$ cat src/logic/rrpci_pkg.sv
package rrpci_pkg;

    // ****************************************************************
    // bus map, byte addresses of 32-bit words
    // ****************************************************************
    localparam int          RRPCI_AW        = 8;
    localparam logic [7:0]  RRPCI_RTB_LO    = 8'h20;
    localparam logic [7:0]  RRPCI_RTB_HI    = 8'h24;
    localparam logic [7:0]  RRPCI_CCMD_LO   = 8'h28;
    localparam logic [7:0]  RRPCI_CCMD_HI   = 8'h2C;
    localparam logic [7:0]  RRPCI_CTRL      = 8'h30;
    localparam logic [7:0]  RRPCI_STAT      = 8'h34;
    localparam logic [7:0]  RRPCI_CFG       = 8'h38;
    localparam logic [7:0]  RRPCI_ACT_LO    = 8'h3C;
    localparam logic [7:0]  RRPCI_ACT_HI    = 8'h40;

    // ****************************************************************
    // field layout
    // ****************************************************************
    localparam int          RRPCI_HOST_AW   = 39;
    localparam int          RRPCI_RTB_LSB   = 12;
    localparam int          RRPCI_HI_W      = RRPCI_HOST_AW - 32;
    localparam int          RRPCI_REQ_POS   = 31;
    localparam int          RRPCI_RGRAN_LSB = 29;
    localparam int          RRPCI_AGRAN_LSB = 27;
    localparam int          RRPCI_FM_LSB    = 0;
    localparam int          RRPCI_DID_LSB   = 0;
    localparam int          RRPCI_SID_LSB   = 16;
    localparam int          RRPCI_SETP_POS  = 30;
    localparam int          RRPCI_PTRS_POS  = 30;
    localparam int          RRPCI_FLSH_POS  = 0;

    // ****************************************************************
    // granularity encoding and reset values
    // ****************************************************************
    localparam logic [1:0]  RRPCI_GRAN_RSVD = 2'h0;
    localparam logic [1:0]  RRPCI_GRAN_GLB  = 2'h1;
    localparam logic [1:0]  RRPCI_GRAN_DOM  = 2'h2;
    localparam logic [1:0]  RRPCI_GRAN_DEV  = 2'h3;
    localparam logic [31:0] RRPCI_RST_WORD  = 32'h0000_0000;
    localparam logic        RRPCI_RST_FLSH  = 1'b0;

    typedef enum logic [1:0] {
        RRPCI_ENG_IDLE,
        RRPCI_ENG_FLUSH,
        RRPCI_ENG_INVAL,
        RRPCI_ENG_DONE
    } rrpci_eng_t;

endpackage : rrpci_pkg

$ cat src/logic/rrpci_inval_if.sv
`timescale 1ns/1ns
interface rrpci_inval_if;
    logic        start;
    logic [1:0]  req_gran;
    logic [15:0] domain_identifier;
    logic [15:0] sid;
    logic [1:0]  fm;
    logic        flush_need;
    logic        done;
    logic [1:0]  act_gran;

    modport ctl (output start, req_gran, domain_identifier, sid, fm, flush_need, input done, act_gran);
    modport eng (input start, req_gran, domain_identifier, sid, fm, flush_need, output done, act_gran);
endinterface : rrpci_inval_if

$ cat src/logic/rrpci_inval_eng.sv
`timescale 1ns/1ns
module rrpci_inval_eng
    import rrpci_pkg::*;
(
    input  wire logic        hclk,
    input  wire logic        hresetn,
    rrpci_inval_if.eng       ifc,
    output logic             flush_req,
    input  wire logic        flush_ack,
    output logic             cc_inval_req,
    output logic [1:0]       cc_inval_gran,
    output logic [15:0]      cc_inval_did,
    output logic [15:0]      cc_inval_sid,
    output logic [1:0]       cc_inval_fm,
    input  wire logic        cc_inval_ack
);

    rrpci_eng_t  st_q, st_d;
    logic [1:0]  gran_q, gran_d;
    logic [15:0] did_q, did_d;
    logic [15:0] sid_q, sid_d;
    logic [1:0]  fm_q, fm_d;

    // ****************************************************************
    // sequencer
    // ****************************************************************
    always_comb begin
        st_d   = st_q;
        gran_d = gran_q;
        did_d  = did_q;
        sid_d  = sid_q;
        fm_d   = fm_q;
        case (st_q)
            RRPCI_ENG_IDLE: begin
                if (ifc.start) begin
                    // reserved request is served as the coarsest, global
                    gran_d = (ifc.req_gran == RRPCI_GRAN_RSVD) ? RRPCI_GRAN_GLB : ifc.req_gran;
                    did_d  = ifc.domain_identifier;
                    sid_d  = ifc.sid;
                    fm_d   = ifc.fm;
                    st_d   = ifc.flush_need ? RRPCI_ENG_FLUSH : RRPCI_ENG_INVAL;
                end
            end
            RRPCI_ENG_FLUSH: begin
                if (flush_ack) begin
                    st_d = RRPCI_ENG_INVAL;
                end
            end
            RRPCI_ENG_INVAL: begin
                if (cc_inval_ack) begin
                    st_d = RRPCI_ENG_DONE;
                end
            end
            RRPCI_ENG_DONE: begin
                st_d = RRPCI_ENG_IDLE;
            end
            default: begin
                st_d = RRPCI_ENG_IDLE;
            end
        endcase
    end

    always_ff @(posedge hclk or negedge hresetn) begin
        if (!hresetn) begin
            st_q   <= RRPCI_ENG_IDLE;
            gran_q <= RRPCI_GRAN_RSVD;
            did_q  <= 16'h0000;
            sid_q  <= 16'h0000;
            fm_q   <= 2'h0;
        end else begin
            st_q   <= st_d;
            gran_q <= gran_d;
            did_q  <= did_d;
            sid_q  <= sid_d;
            fm_q   <= fm_d;
        end
    end

    assign flush_req     = (st_q == RRPCI_ENG_FLUSH);
    assign cc_inval_req  = (st_q == RRPCI_ENG_INVAL);
    assign cc_inval_gran = gran_q;
    assign cc_inval_did  = did_q;
    assign cc_inval_sid  = sid_q;
    assign cc_inval_fm   = fm_q;
    assign ifc.done      = (st_q == RRPCI_ENG_DONE);
    assign ifc.act_gran  = gran_q;
endmodule : rrpci_inval_eng

$ cat src/logic/rrpci_regs.sv
`timescale 1ns/1ns
module rrpci_regs
    import rrpci_pkg::*;
(
    input  wire logic        hclk,
    input  wire logic        hresetn,
    input  wire logic        hsel,
    input  wire logic [31:0] haddr,
    input  wire logic [1:0]  htrans,
    input  wire logic        hwrite,
    input  wire logic [2:0]  hsize,
    input  wire logic [31:0] hwdata,
    input  wire logic        hready,
    output logic             hreadyout,
    output logic             hresp,
    output logic [31:0]      hrdata,
    output logic [63:0]      active_root_ptr,
    output logic             flush_req,
    input  wire logic        flush_ack,
    output logic             cc_inval_req,
    output logic [1:0]       cc_inval_gran,
    output logic [15:0]      cc_inval_did,
    output logic [15:0]      cc_inval_sid,
    output logic [1:0]       cc_inval_fm,
    input  wire logic        cc_inval_ack
);

    rrpci_inval_if ifc ();

    // ****************************************************************
    // bus slave state
    // ****************************************************************
    logic                  dph_q, dph_d;
    logic                  dwr_q, dwr_d;
    logic [RRPCI_AW-1:0]   dadr_q, dadr_d;
    logic [31:0]           rdat_q, rdat_d;

    // ****************************************************************
    // register state
    // ****************************************************************
    logic [31:RRPCI_RTB_LSB] rtb_lo_q, rtb_lo_d;
    logic [RRPCI_HI_W-1:0]   rtb_hi_q, rtb_hi_d;
    logic [31:RRPCI_RTB_LSB] act_lo_q, act_lo_d;
    logic [RRPCI_HI_W-1:0]   act_hi_q, act_hi_d;
    logic                    load_q, load_d;
    logic                    ptr_stat_q, ptr_stat_d;
    logic                    req_bit_q, req_bit_d;
    logic [1:0]              rgran_q, rgran_d;
    logic [1:0]              agran_q, agran_d;
    logic [15:0]             did_q, did_d;
    logic [15:0]             sid_q, sid_d;
    logic [1:0]              fm_q, fm_d;
    logic                    flush_need_q, flush_need_d;
    logic                    start_q, start_d;
    logic                    wr_now;

    function automatic logic hit(input logic [RRPCI_AW-1:0] a, input logic [RRPCI_AW-1:0] reg_a);
        hit = (a == reg_a);
    endfunction : hit

    // unimplemented high address bits and write-only fields read as zero
    function automatic logic [31:0] rd_word(input logic [RRPCI_AW-1:0] a);
        logic [31:0] w;
        w = RRPCI_RST_WORD;
        if (hit(a, RRPCI_RTB_LO)) begin
            w[31:RRPCI_RTB_LSB] = rtb_lo_q;
        end else if (hit(a, RRPCI_RTB_HI)) begin
            w[RRPCI_HI_W-1:0] = rtb_hi_q;
        end else if (hit(a, RRPCI_CCMD_LO)) begin
            w[RRPCI_DID_LSB +: 16] = did_q;
        end else if (hit(a, RRPCI_CCMD_HI)) begin
            w[RRPCI_REQ_POS] = req_bit_q;
            w[RRPCI_RGRAN_LSB +: 2] = rgran_q;
            w[RRPCI_AGRAN_LSB +: 2] = agran_q;
        end else if (hit(a, RRPCI_STAT)) begin
            w[RRPCI_PTRS_POS] = ptr_stat_q;
        end else if (hit(a, RRPCI_CFG)) begin
            w[RRPCI_FLSH_POS] = flush_need_q;
        end else if (hit(a, RRPCI_ACT_LO)) begin
            w[31:RRPCI_RTB_LSB] = act_lo_q;
        end else if (hit(a, RRPCI_ACT_HI)) begin
            w[RRPCI_HI_W-1:0] = act_hi_q;
        end
        rd_word = w;
    endfunction : rd_word

    // ****************************************************************
    // address and data phase
    // ****************************************************************
    always_comb begin
        dph_d  = hsel && htrans[1] && hready;
        dwr_d  = hwrite;
        dadr_d = haddr[RRPCI_AW-1:0];
        rdat_d = rdat_q;
        if (hsel && htrans[1] && hready && !hwrite) begin
            rdat_d = rd_word(haddr[RRPCI_AW-1:0]);
        end
    end

    always_ff @(posedge hclk or negedge hresetn) begin
        if (!hresetn) begin
            dph_q  <= 1'b0;
            dwr_q  <= 1'b0;
            dadr_q <= '0;
            rdat_q <= RRPCI_RST_WORD;
        end else begin
            dph_q  <= dph_d;
            dwr_q  <= dwr_d;
            dadr_q <= dadr_d;
            rdat_q <= rdat_d;
        end
    end

    assign wr_now    = dph_q && dwr_q;
    assign hreadyout = 1'b1;
    assign hresp     = 1'b0;
    assign hrdata    = rdat_q;

    // ****************************************************************
    // root table pointer
    // ****************************************************************
    always_comb begin
        rtb_lo_d = rtb_lo_q;
        rtb_hi_d = rtb_hi_q;
        act_lo_d = act_lo_q;
        act_hi_d = act_hi_q;
        load_d       = 1'b0;
        ptr_stat_d   = ptr_stat_q;
        flush_need_d = flush_need_q;
        if (wr_now && hit(dadr_q, RRPCI_RTB_LO)) begin
            rtb_lo_d = hwdata[31:RRPCI_RTB_LSB];
        end
        if (wr_now && hit(dadr_q, RRPCI_RTB_HI)) begin
            rtb_hi_d = hwdata[RRPCI_HI_W-1:0];
        end
        if (wr_now && hit(dadr_q, RRPCI_CFG)) begin
            flush_need_d = hwdata[RRPCI_FLSH_POS];
        end
        // copy taken a cycle after the command, so a base write in the
        // same cycle cannot race it
        if (load_q) begin
            act_lo_d = rtb_lo_q;
            act_hi_d = rtb_hi_q;
            ptr_stat_d = 1'b1;
        end
        if (wr_now && hit(dadr_q, RRPCI_CTRL) && hwdata[RRPCI_SETP_POS]) begin
            load_d     = 1'b1;
            ptr_stat_d = 1'b0;
        end
    end

    always_ff @(posedge hclk or negedge hresetn) begin
        if (!hresetn) begin
            rtb_lo_q <= '0;
            rtb_hi_q <= '0;
            act_lo_q <= '0;
            act_hi_q <= '0;
            load_q       <= 1'b0;
            ptr_stat_q   <= 1'b0;
            flush_need_q <= RRPCI_RST_FLSH;
        end else begin
            rtb_lo_q <= rtb_lo_d;
            rtb_hi_q <= rtb_hi_d;
            act_lo_q <= act_lo_d;
            act_hi_q <= act_hi_d;
            load_q       <= load_d;
            ptr_stat_q   <= ptr_stat_d;
            flush_need_q <= flush_need_d;
        end
    end

    assign active_root_ptr = {{(32 - RRPCI_HI_W){1'b0}}, act_hi_q, act_lo_q, {RRPCI_RTB_LSB{1'b0}}};

    // ****************************************************************
    // context command
    // ****************************************************************
    always_comb begin
        req_bit_d = req_bit_q;
        rgran_d   = rgran_q;
        agran_d   = agran_q;
        did_d   = did_q;
        sid_d   = sid_q;
        fm_d    = fm_q;
        start_d = 1'b0;
        // writes while a request is pending are dropped to protect it
        if (wr_now && !req_bit_q && hit(dadr_q, RRPCI_CCMD_LO)) begin
            did_d = hwdata[RRPCI_DID_LSB +: 16];
            sid_d = hwdata[RRPCI_SID_LSB +: 16];
        end
        if (wr_now && !req_bit_q && hit(dadr_q, RRPCI_CCMD_HI)) begin
            rgran_d = hwdata[RRPCI_RGRAN_LSB +: 2];
            fm_d    = hwdata[RRPCI_FM_LSB +: 2];
            if (hwdata[RRPCI_REQ_POS]) begin
                req_bit_d = 1'b1;
                start_d = 1'b1;
            end
        end
        if (ifc.done) begin
            req_bit_d = 1'b0;
            agran_d   = ifc.act_gran;
        end
    end

    always_ff @(posedge hclk or negedge hresetn) begin
        if (!hresetn) begin
            req_bit_q <= 1'b0;
            rgran_q   <= RRPCI_GRAN_RSVD;
            agran_q   <= RRPCI_GRAN_RSVD;
            did_q   <= 16'h0000;
            sid_q   <= 16'h0000;
            fm_q    <= 2'h0;
            start_q <= 1'b0;
        end else begin
            req_bit_q <= req_bit_d;
            rgran_q   <= rgran_d;
            agran_q   <= agran_d;
            did_q   <= did_d;
            sid_q   <= sid_d;
            fm_q    <= fm_d;
            start_q <= start_d;
        end
    end

    assign ifc.start    = start_q;
    assign ifc.req_gran = rgran_q;
    assign ifc.domain_identifier      = did_q;
    assign ifc.sid      = sid_q;
    assign ifc.fm       = fm_q;
    assign ifc.flush_need = flush_need_q;

    rrpci_inval_eng u_eng (
        .hclk          (hclk),
        .hresetn       (hresetn),
        .ifc           (ifc.eng),
        .flush_req     (flush_req),
        .flush_ack     (flush_ack),
        .cc_inval_req  (cc_inval_req),
        .cc_inval_gran (cc_inval_gran),
        .cc_inval_did  (cc_inval_did),
        .cc_inval_sid  (cc_inval_sid),
        .cc_inval_fm   (cc_inval_fm),
        .cc_inval_ack  (cc_inval_ack)
    );
endmodule : rrpci_regs

$ cat config.mk
export PLATFORM = sky130hd
export DESIGN_NAME = rrpci_regs
export DESIGN_NICKNAME = d
export VERILOG_FILES = /design/src/logic/rrpci_pkg.sv /design/src/logic/rrpci_inval_if.sv /design/src/logic/rrpci_inval_eng.sv /design/src/logic/rrpci_regs.sv
export SDC_FILE = /design/constraint.sdc
export NUM_CORES = 1
export LEC_CHECK = 0
export BUFFER_PORTS_ARGS = -buffer_cell sky130_fd_sc_hd__buf_2
export CORE_MARGIN = 1
export CORE_UTILIZATION = 45
export CTS_CLUSTER_SIZE = 14
export DETAILED_ROUTE_END_ITERATION = 8
export MAX_ROUTING_LAYER = met4
export PLACE_DENSITY = 0.67
export SYNTH_ARGS = -nofsm -noshare
export SYNTH_HDL_FRONTEND = slang
export SYNTH_SLANG_ARGS = --single-unit
$ cat constraint.sdc
create_clock -name hclk -period 3.5 [get_ports hclk]
set_input_delay 0.7 -clock hclk [delete_from_list [all_inputs] [get_ports hclk]]
set_output_delay 0.7 -clock hclk [all_outputs]
set_load 0.005 [all_outputs]
* Word-level counts from Yosys, hierarchy flattened
Cells that the tools add are included.
** Word-level totals
- Bits in registers :: 177
- Output and inout bits :: 136
- Word-level logic and storage cells :: 106
** Cells by class
- Equal/unequal tests :: 20
- Mux-type cells :: 41
- Reductions and logical operators :: 22
** Operators by type and width (count)
- $mux W20 :: 9
- $eq A8 B6 Y1 const B :: 13
- $mux W7 :: 6
- $mux W25 :: 1
- $mux W18 :: 1
- $mux W16 :: 1
- $mux W15 :: 1
- $logic_and A1 B1 Y1 :: 12
- $mux W12 :: 1
- $mux W1 :: 11
- $mux W2 :: 5
- $mux W5 :: 2
- $eq A8 B7 Y1 const B :: 1
- $pmux W2 S4 :: 1
- $mux W6 :: 1
- $reduce_bool A2 Y1 :: 3
- $eq A2 B2 Y1 const B :: 2
- $logic_not A2 Y1 :: 2
- $mux W4 :: 1
- $ne A2 B1 Y1 const B :: 2
- $reduce_and A2 Y1 :: 2
- $reduce_and A3 Y1 :: 1
- $eq A2 B1 Y1 const B :: 1
- $logic_not A1 Y1 :: 2
- $ne A2 B2 Y1 const B :: 1

* Depth between registers and ports, before layout
Gate-level depths: netlist of the first run.
- Depth in word-level cells :: 14
- Depth in mapped cells :: 6
- Mapped depth without buffers :: 6

* By module
From an unflattened synthesis of the first run, not the netlist that was laid out.
** Second synthesis, totals
- Cells, all modules :: 546
- Area, all modules :: 7465.9 sq um
** By module, submodules not included
- rrpci_regs :: instances 1, cells each 448, area each 5934.4 sq um, sequential area each 3478.3 sq um
- rrpci_inval_eng :: instances 1, cells each 98, area each 1531.5 sq um, sequential area each 950.9 sq um

* Worst setup path before layout of the first run
No wires, ideal clock.
- Path kind :: input -> register
- From :: input port haddr[4]
- To :: register rdat_q[1], in the netlist hrdata[1]
- Library setup time :: 0.135 ns
- Data arrival time :: 1.878 ns
- Data required time :: 3.365 ns
- Path slack :: 1.487 ns
- Cell stages on the path :: 5
- Buffers on the path :: 1
- Cells stage by stage :: nor4b_2 > clkbuf_1 > nand3b_1 > a21oi_1 > o31ai_1
** Between the ends
- Longest elaborated chain between the ends :: 9
** RTL lines
- from (decl) :: line rrpci_regs.sv:8 : input wire logic [31:0] haddr,
- $eq A8 B7 Y1 :: line rrpci_regs.sv:58 : hit = (a == reg_a);
- $mux W7 :: line rrpci_regs.sv:81 : end else if (hit(a, RRPCI_ACT_HI)) begin
- $mux W7 :: line rrpci_regs.sv:79 : end else if (hit(a, RRPCI_ACT_LO)) begin
- $mux W6 :: line rrpci_regs.sv:77 : end else if (hit(a, RRPCI_CFG)) begin
- $mux W7 :: line rrpci_regs.sv:75 : end else if (hit(a, RRPCI_STAT)) begin
- $mux W7 :: line rrpci_regs.sv:71 : end else if (hit(a, RRPCI_CCMD_HI)) begin
- $mux W7 :: line rrpci_regs.sv:69 : end else if (hit(a, RRPCI_CCMD_LO)) begin
- $mux W7 :: line rrpci_regs.sv:67 : end else if (hit(a, RRPCI_RTB_HI)) begin
- $mux W12 * :: line rrpci_regs.sv:65 : if (hit(a, RRPCI_RTB_LO)) begin
- to (signal assigned) :: line rrpci_regs.sv:110 : rdat_q <= rdat_d;
- to (decl) :: line rrpci_regs.sv:36 : logic [31:0] rdat_q, rdat_d;
Every way passes the cells marked *; elsewhere a longest branch is shown, timed or not.
A chain may end at the register's enable or synchronous reset.

* Final worst setup path of the first run
- From :: register dadr_q[4]
- To :: register did_q[15]
** Between the ends
- Longest elaborated chain between the ends :: 2
** RTL lines
- from (decl) :: line rrpci_regs.sv:35 : logic [RRPCI_AW-1:0] dadr_q, dadr_d;
- from (signal assigned) :: line rrpci_regs.sv:109 : dadr_q <= dadr_d;
- $eq A8 B6 Y1 :: line rrpci_regs.sv:58
- $logic_and A1 B1 Y1 :: line rrpci_regs.sv:186 : if (wr_now && !req_bit_q && hit(dadr_q, RRPCI_CCMD_LO)) begin
- to (signal assigned) :: line rrpci_regs.sv:217 : did_q <= did_d;
- to (decl) :: line rrpci_regs.sv:50 : logic [15:0] did_q, did_d;
No other way between the ends.

==> results of run 1 <==
logic make-up after synthesis:
kind of cell    synth area share
compound gates           0.08000
fa+ha+maj               0.008230
buf+inv                  0.06337
flops                     0.5827
mux                       0.2086
other cells            0.0009880
simple gates             0.05613
state kept, by name, summed over array words and instances (netlist names), 7 cells and up:
register,cells
act_hi_q,7
act_lo_q,20
dadr_q,8
did_q,16
hrdata,32
ifc.sid,16
rtb_hi_q,7
rtb_lo_q,20
u_eng.cc_inval_did,16
u_eng.cc_inval_sid,16
worst max-delay path by stage:
| stage | to | depth (start not counted) |
|---|---|---|
| after floorplan | hrdata[1]$_DFFE_PN0P_ | 5 |
| after global placement | hrdata[28]$_DFFE_PN0P_ | 6 |
| after detailed placement | hrdata[16]$_DFFE_PN0P_ | 6 |
| after CTS | did_q[15]$_DFFE_PN0P_ | 4 |
| after global routing | rtb_lo_q[25]$_DFFE_PN0P_ | 5 |
| final | did_q[15]$_DFFE_PN0P_ | 4 |
report_power, final:
part           switching, mW  internal, mW
clock                  0.824          1.13
combinational          0.200         0.135
sequential            0.0387          2.10
layer usage:
| metal | wire, microns | global-route usage | vias up |
|---|---|---|---|
| met5 | 0 | - | - |
| met4 | 418 | 0.09044 | 0 |
| met3 | 722 | 0.04614 | 28 |
| met2 | 8194 | 0.3239 | 166 |
| met1 | 7354 | 0.2613 | 2465 |
| li1 | - | - | 2177 |
final cells by class:
| cell class | count | area [sq um] |
|---|---|---|
| clock inverters | 15 | 181.4 |
| diodes | 3 | 7.507 |
| well taps | 220 | 275.3 |
| flip-flops and latches | 177 | 4429 |
| fillers | 1401 | 7528 |
| clock buffers | 17 | 425.4 |
| inverters | 6 | 22.52 |
| multi-input cells | 336 | 2843 |
| repair buffers | 152 | 812.0 |
worst max-delay path, stage by stage, from the launching register on:
cell,delay [ps]
dfrtp_1,390
or4b_4,570
nor3b_4,230
and2_4,640
mux2_2,410
placed cells by master, fill, tap and decap left out, types with 3 or more instances in the layout:
cell type	instances
clkbuf_16	17
bufinv_16	3
a22o_1	13
a2bb2oi_1	5
nand2_1	24
o31ai_1	5
inv_1	6
nor2_1	18
ha_1	5
clkinv_2	4
diode_2	3
clkinv_4	3
o21ai_0	9
buf_4	6
mux2_2	99
a21oi_1	20
o21ai_1	5
inv_6	3
a22oi_1	20
mux2_4	30
nor2b_1	4
conb_1	39
dfrtp_1	177
buf_2	143
per-stage QoR:
step             util  hold WS (ps)  total power, mW
3_5_place_dp   0.5072         466.4            2.515
3_3_place_gp   0.5072         462.8            2.489
4_1_cts        0.5440         362.1            4.477
5_1_grt        0.5444         382.3            4.606
6_report       0.5444         314.5            4.432
2_1_floorplan       -         404.4            2.366
==> impl_metrics.toml, run 1 <==
[synthesis]
netlist_area_sq_mm = 0.007601
synth_edf_count = 0
async_flop_share = 1.000
synth_most_common_cell = "dfrtp_1"
syn-instance-count = 546
synth-seq-cells = 177
synth_flop_cell = "dfrtp_1"
synth_top_area_frac = 0.5827
synth_top_cell_by_area = "dfrtp_1"
netlist_top_cells_area = "dfrtp_1 (58%), mux2_2 (15%), mux2_4 (5.9%)"
yosys_warnings = 0
yosys-top-cells-count = "dfrtp_1 (177), mux2_2 (99), buf_4 (39), mux2_4 (30), nand2_1 (25)"
syn_area_per_cell_sq_um = 13.92
synth.distinct_cells = 51
ys_seq_area_frac = 0.5827

[detailed_routing]
routedWlPerCell_microns = 18.02
first_pass_iters = 5
drt_iter0_drc = 340
vias_per_cell = 5.222
num_vias = 4836
antenna_left = 0
drc = 0
drt_wl_total_mm = 16.69

[grt]
grt_pass1_wl_mm = 27.14
grtUsageTotal = 0.2080
overflow = 0
antenna_found_initial = 3
grt_pass1_vias = 5018
grt_start_max_net_pins = 85

[sta]
fin_crit_sh = 0.6772
slew-limit-headroom = 0.3117
tns_ps = 0
grt_setup_unrepaired = "false"
worst_clock_skew_ps = 9.325
worstMarginPinSlew_ps = 1029
final_max_slew_viol_count = 0
setup_slack_ps = 1130
setup_viol_count_final = 0
max_freq_ghz = 0.4219
hold_viol = 0
period_needed_ps = 2370

[worst_setup_path]
critPathLaunch = "dadr_q[4]$_DFF_PN0_"
reg2reg_to = "did_q[15]$_DFFE_PN0P_"
critical_path_arrival_ps = 2680
rrSetupSlack_ps = 1130
reg2reg_from = "dadr_q[4]$_DFF_PN0_"
cp_max_fo = 32
start_kind = "register"
cp.required_ps = 3810
reg2regPathDepth = 4
endpoint_kind = "register"
worst-setup-path-type = "reg2reg"

[min_path]
min_path_type = "in2async"

[clocking]
clock_latency_ps = 420
cts_made_buffers = 17
hold_buffers = 0
cts_resized = 0
cts_setup_buffers = 0
cts_max_level = 4
clock-sinks = 177
clock_path_buffers = 2
cts_tree = "yes"
clk_pin_slew_worst_paths_ps = 70
cts_root_buffer = "clkbuf_16"

[power_and_ir_drop]
power-per-cell-area_mw_per_mm2 = 492.6
peakVddDrop_mv = 0.3218
p_leak_nw = 4.651

[placed_design]
place.gp.congestion = 0.7991
placed_cell_area_sq_mm = 0.008382
place_ws_ps = 1025
dpl.cell_count = 891
hpwl_mm = 11.24
io_buffers = 144

[floorplanning]
dieArea_sq_mm = 0.01741
initial_core_util = 0.4600
die_height_microns = 132.0
die_x_microns = 132.0
io_pins = 212
core_sq_mm = 0.01652
rows = 47

[job]
max_cap_violations = 0

[cells_and_area]
syn_to_final_growth_pct = 18.35
final_area_sq_mm = 0.008996
nets = 771
instances_no_fill = 926
layout-drive-gt1-share = 0.4609

[status]
status = "finished, final reports clean"
(Power assumes the default switching activity.)
==> run 2: changes to the inputs <==
--- a/config.mk
+++ b/config.mk
@@ -11,7 +11,7 @@
 export CTS_CLUSTER_SIZE = 14
 export DETAILED_ROUTE_END_ITERATION = 8
 export MAX_ROUTING_LAYER = met4
-export PLACE_DENSITY = 0.67
+export PLACE_DENSITY = 0.7
 export SYNTH_ARGS = -nofsm -noshare
 export SYNTH_HDL_FRONTEND = slang
 export SYNTH_SLANG_ARGS = --single-unit
==> constraint.sdc (replaced) <==
create_clock -name hclk -period 2 [get_ports hclk]
set_input_delay 0.4 -clock hclk [delete_from_list [all_inputs] [get_ports hclk]]
set_output_delay 0.4 -clock hclk [all_outputs]
set_load 0.005 [all_outputs]
==> run 2 against run 1 <==
  * Worst hold slack got worse by 170 ps
  * Core utilization increased by 1.7 points
  * Worst setup slack worse by 1100 ps
  * Power rose by 78%
  * Clock skew barely moved
  * Via count increased by 1.7%
  * Wire length grew 1.3%
  * Sequential power is 75% higher
  * Clock power rose by 81%
  * Highest routed layer unchanged
==> impl_metrics.toml, run 2 (synthesis gave the netlist of run 1 again) <==
[job]
max_cap_violations = 0

[detailed_routing]
routedWlPerCell_microns = 17.85
antenna_left = 0
drt_iter0_drc = 186
drc = 0
drt_wl_total_mm = 16.91
vias_per_cell = 5.194
first_pass_iters = 7
num_vias = 4919

[placed_design]
dpl.cell_count = 911
io_buffers = 144
place.gp.congestion = 0.8728
hpwl_mm = 12.01
placed_cell_area_sq_mm = 0.008620

[floorplanning]
core_sq_mm = 0.01652
die_x_microns = 132.0
die_height_microns = 132.0
rows = 47
initial_core_util = 0.4600
dieArea_sq_mm = 0.01741
io_pins = 212

[power_and_ir_drop]
switching_power_mw = 1.746
peakVddDrop_mv = 0.5470
swShare = 0.2215
p_int_mw = 6.136
power-per-cell-area_mw_per_mm2 = 849.1
p_leak_nw = 4.796
power_frac_comb = 0.076
seq_power_share = 0.475
pwr-share-clk = 0.449
power.total_mw = 7.882

[sta]
grt_setup_unrepaired = "true"
setup_viol_count_final = 0
worstMarginPinSlew_ps = 536.9
max_freq_ghz = 0.5025
slew-limit-headroom = 0.6421
fin_crit_sh = 0.9951
worst_clock_skew_ps = 9.654
final_max_slew_viol_count = 0
fin_hold_ws_ps = 141.1
period_needed_ps = 1990
hold_viol = 0

[worst_setup_path]
endpoint_kind = "register"
cp.required_ps = 2300
worst-setup-path-type = "reg2reg"
reg2reg_to = "did_q[4]$_DFFE_PN0P_"
start_kind = "register"
rrSetupSlack_ps = 10
cp_max_fo = 13
critical_path_arrival_ps = 2290
critPathLaunch = "dadr_q[4]$_DFF_PN0_"
reg2regPathDepth = 5
reg2reg_from = "dadr_q[4]$_DFF_PN0_"
crit_end = "did_q[4]$_DFFE_PN0P_"

[clocking]
cts_resized = 0
clock-sinks = 177
clk_pin_slew_worst_paths_ps = 60
cts_max_level = 4
cts_root_buffer = "clkbuf_16"
cts_made_buffers = 17
cts_tree = "yes"
clock_path_buffers = 2
clock_latency_ps = 420

[grt]
antenna_found_initial = 4
use_met1 = 0.2594
met3_usage = 0.04614
grt_pass1_wl_mm = 27.46
gr-usage-met2 = 0.3357
grt_start_max_net_pins = 55
overflow = 0
grt.busiest_layer = "met2"
grt_pass1_vias = 5204
grtUsageTotal = 0.2106

[status]
status = "finished, final reports clean"

[min_path]
min_path_type = "in2reg"

[cells_and_area]
final_cell_mix = "dfrtp_1 (177), buf_2 (143), mux2_2 (99)"
mostFrequentLayoutCell = "dfrtp_1"
nets = 793
syn_to_final_growth_pct = 22.12
largest_register_ffs = 32
final_area_sq_mm = 0.009283
instances_no_fill = 947
layout-drive-gt1-share = 0.4744
post-route-util = 0.5617
## run 2: changes by cell type in the layout (fill, tap and decap cells not counted), sizes merged
cell and delta:
bufinv +1, inv -4, clkinv -3, diode +1, clkbuf +4, dlygate4sd3 +1
buf +21
## run 2: how the worst min path moves through the flow
stage / slack, ps / end / cells after the start / start
3_3_place_gp: 380 / act_lo_q[20]$_DFFE_PN0P_ / 1 / hresetn
3_5_place_dp: 390 / act_lo_q[20]$_DFFE_PN0P_ / 1 / hresetn
2_1_floorplan: 100 / act_hi_q[0]$_DFFE_PN0P_ / 0 / hresetn
4_1_cts: 120 / dwr_q$_DFF_PN0_ / 1 / hwrite
5_1_grt: 130 / dadr_q[5]$_DFF_PN0_ / 1 / haddr[5]
6_report: 140 / dadr_q[5]$_DFF_PN0_ / 1 / haddr[5]
## run 2: power groups by stage
stage	Clock [mW]	Combinational [mW]	Sequential (mW)
6_report	3.54	0.599	3.74
3_3_place_gp	0	0.568	3.80
5_1_grt	3.76	0.674	3.76
4_1_cts	3.61	0.610	3.74
2_1_floorplan	0	0.343	3.80
3_5_place_dp	0	0.604	3.81
## run 2: per-layer routing
| layer | wire [microns] | share of wire |
|---|---|---|
| met4 | 446 | 0.026 |
| met5 | 0 | 0 |
| met3 | 943 | 0.056 |
| met1 | 7111 | 0.42 |
| met2 | 8407 | 0.50 |
## run 2: repair_timing
item	4_1_cts	5_1_grt
hold endpoints to repair	47	0
pin swaps	1	1
setup endpoints to repair	1	26
hold buffers	1	0
buffers inserted	1	0
## run 2: critical path: stages (launching register included)
cell and delay [ps]:
dfrtp_1 380, or4b_4 560, nor3b_4 200, and2_4 230
buf_12 190, mux2_4 320
## run 2: cell type report
type / count / area [sq um]
diodes: 4 / 10.01
clock buffers: 21 / 480.5
clock inverters: 9 / 155.1
fillers: 1332 / 7242
inverters: 6 / 22.52
multi-input cells: 336 / 2843
flip-flops and latches: 177 / 4429
well taps: 220 / 275.3
repair buffers: 174 / 1067
## run 2: through the flow
| stage | TNS, ps | setup slack, ps |
|---|---|---|
| after global placement | 0 | 38.46 |
| after global routing | -470.7 | -32.57 |
| after floorplan | 0 | 38.55 |
| after detailed placement | 0 | 7.033 |
| after CTS | 0 | 4.047 |
| final | 0 | 9.863 |
==> run 3: changes to the inputs <==
--- a/config.mk
+++ b/config.mk
@@ -11,7 +11,7 @@
 export CTS_CLUSTER_SIZE = 14
 export DETAILED_ROUTE_END_ITERATION = 8
 export MAX_ROUTING_LAYER = met4
-export PLACE_DENSITY = 0.7
+export PLACE_DENSITY = 0.67
 export SYNTH_ARGS = -nofsm -noshare
 export SYNTH_HDL_FRONTEND = slang
 export SYNTH_SLANG_ARGS = --single-unit
==> constraint.sdc (replaced) <==
create_clock -name hclk -period 2.1 [get_ports hclk]
set_input_delay 0.42 -clock hclk [delete_from_list [all_inputs] [get_ports hclk]]
set_output_delay 0.42 -clock hclk [all_outputs]
set_load 0.005 [all_outputs]
==> run 3 against run 2 <==
  * Power down 8.0%
  * Worst hold slack better by 8.1 ps
  * Largest cell class unchanged
  * Clock skew down 4.0 ps
  * Flip-flop and latch count unchanged
  * Highest routed layer unchanged
  * Count of clock-buffer cells in the layout down 3
  * Global-route usage up 0.098 points
  * Fmax down 2.3%
  * Final cell count down 0.32%
  * Combinational power down 4.2%
  * Clock power down 12%
  * Sequential share of layout area up 0.43 points
==> impl_metrics.toml, run 3 (synthesis gave the netlist of run 1 again) <==
[cells_and_area]
syn_to_final_growth_pct = 21.02
instances_no_fill = 944
mostFrequentLayoutCell = "dfrtp_1"
register_area_sq_mm = 0.004429
post-route-util = 0.5567
multi_input_area_sq_mm = 0.002843
largest_register_ffs = 32
final_area_sq_mm = 0.009199
fillers = 1388
final_cell_mix = "dfrtp_1 (177), buf_2 (143), mux2_2 (99)"
nets = 793
layout-drive-gt1-share = 0.4751
diodes = 0

[worst_setup_path]
endpoint_kind = "register"
worst-setup-path-type = "reg2reg"
reg2reg_from = "dadr_q[4]$_DFF_PN0_"
cp.required_ps = 2420
start_kind = "register"
reg2regPathDepth = 5
cp_max_fo = 15
critical_path_arrival_ps = 2350
rrSetupSlack_ps = 60
reg2reg_to = "did_q[15]$_DFFE_PN0P_"

[detailed_routing]
vias_per_cell = 5.204
routedWlPerCell_microns = 17.88
num_vias = 4913
antenna_left = 0
drt_wl_total_mm = 16.88
drc = 0
first_pass_iters = 4
drt_iter0_drc = 301

[floorplanning]
rows = 47
die_height_microns = 132.0
dieArea_sq_mm = 0.01741
core_sq_mm = 0.01652
initial_core_util = 0.4600
io_pins = 212
die_x_microns = 132.0

[power_and_ir_drop]
peakVddDrop_mv = 0.5602
power-per-cell-area_mw_per_mm2 = 788.3
power.total_mw = 7.252
p_leak_nw = 4.767

[sta]
final_max_slew_viol_count = 0
worstMarginPinSlew_ps = 622.0
fin_hold_ws_ps = 149.2
hold_viol = 0
slew-limit-headroom = 0.5853
fin_crit_sh = 0.9697
setup_viol_count_final = 0
max_freq_ghz = 0.4911
period_needed_ps = 2036
worst_clock_skew_ps = 5.636
setup_slack_ps = 63.71
grt_setup_unrepaired = "false"
tns_ps = 0

[grt]
overflow = 0
grtUsageTotal = 0.2116
grt_pass1_wl_mm = 27.55
grt_start_max_net_pins = 66
grt_pass1_vias = 5199
antenna_found_initial = 0

[placed_design]
io_buffers = 144
hpwl_mm = 11.91
place_ws_ps = 65.15
dpl.cell_count = 912
placed_cell_area_sq_mm = 0.008615
place.gp.congestion = 0.8168

[clocking]
cts_tree = "yes"
cts_made_buffers = 17
clock_path_buffers = 2
clock_latency_ps = 430
cts_root_buffer = "clkbuf_16"
cts_max_level = 4
clk_pin_slew_worst_paths_ps = 70
clock-sinks = 177

[status]
status = "finished, final reports clean"

[min_path]
worstHoldStart = "hwrite"
min_path_type = "in2reg"
worstHoldPathCells = 1
hold-path-endpoint = "dwr_q$_DFF_PN0_"

[job]
max_cap_violations = 0
[run 3: report_power, final]
| group | switching (mW) | internal, mW |
|---|---|---|
| Sequential | 0.0619 | 3.50 |
| Clock | 1.34 | 1.78 |
| Combinational | 0.334 | 0.240 |
[run 3: metal layers]
layer	routed length, microns	GRT usage	part of all wire	vias up
met5	0	-	0	-
met4	381	0.09432	0.023	0
met3	789	0.03576	0.047	25
met2	8590	0.3457	0.51	170
met1	7113	0.2582	0.42	2488
li1	-	-	-	2230
[run 3: worst max-delay path: stages (launching register included)]
cell     delay [ps]
dfrtp_1         390
or4b_4          560
nor3b_4         200
and2_4          230
buf_12          190
mux2_2          340
[run 3: worst max-delay path by stage]
| stage | slack, ps | cells past startpoint | to | start |
|---|---|---|---|---|
| after floorplan | 140 | 6 | did_q[0]$_DFFE_PN0P_ | dadr_q[4]$_DFF_PN0_ |
| after global placement | 80 | 5 | did_q[15]$_DFFE_PN0P_ | dadr_q[4]$_DFF_PN0_ |
| after detailed placement | 70 | 5 | ifc.sid[15]$_DFFE_PN0P_ | dadr_q[4]$_DFF_PN0_ |
| after CTS | 60 | 5 | ifc.sid[15]$_DFFE_PN0P_ | dadr_q[4]$_DFF_PN0_ |
| after global routing | 10 | 5 | did_q[15]$_DFFE_PN0P_ | dadr_q[4]$_DFF_PN0_ |
| final | 60 | 5 | did_q[15]$_DFFE_PN0P_ | dadr_q[4]$_DFF_PN0_ |
[run 3: final cells by class]
cell class                 count  share of cell area
timing repair buffer         174              0.1147
multi-input combinational    336              0.3090
sequential                   177              0.4815
inverter                       6            0.002448
clock inverter                13             0.01469
clock buffer                  18             0.04774
tap                          220             0.02992
[run 3: what timing repair did]
item / CTS / global route
setup buffers: 0 / 0
gates resized for setup: 0 / 0
hold buffers: 1 / 0
endpoints found under the hold margin: 4 / 0
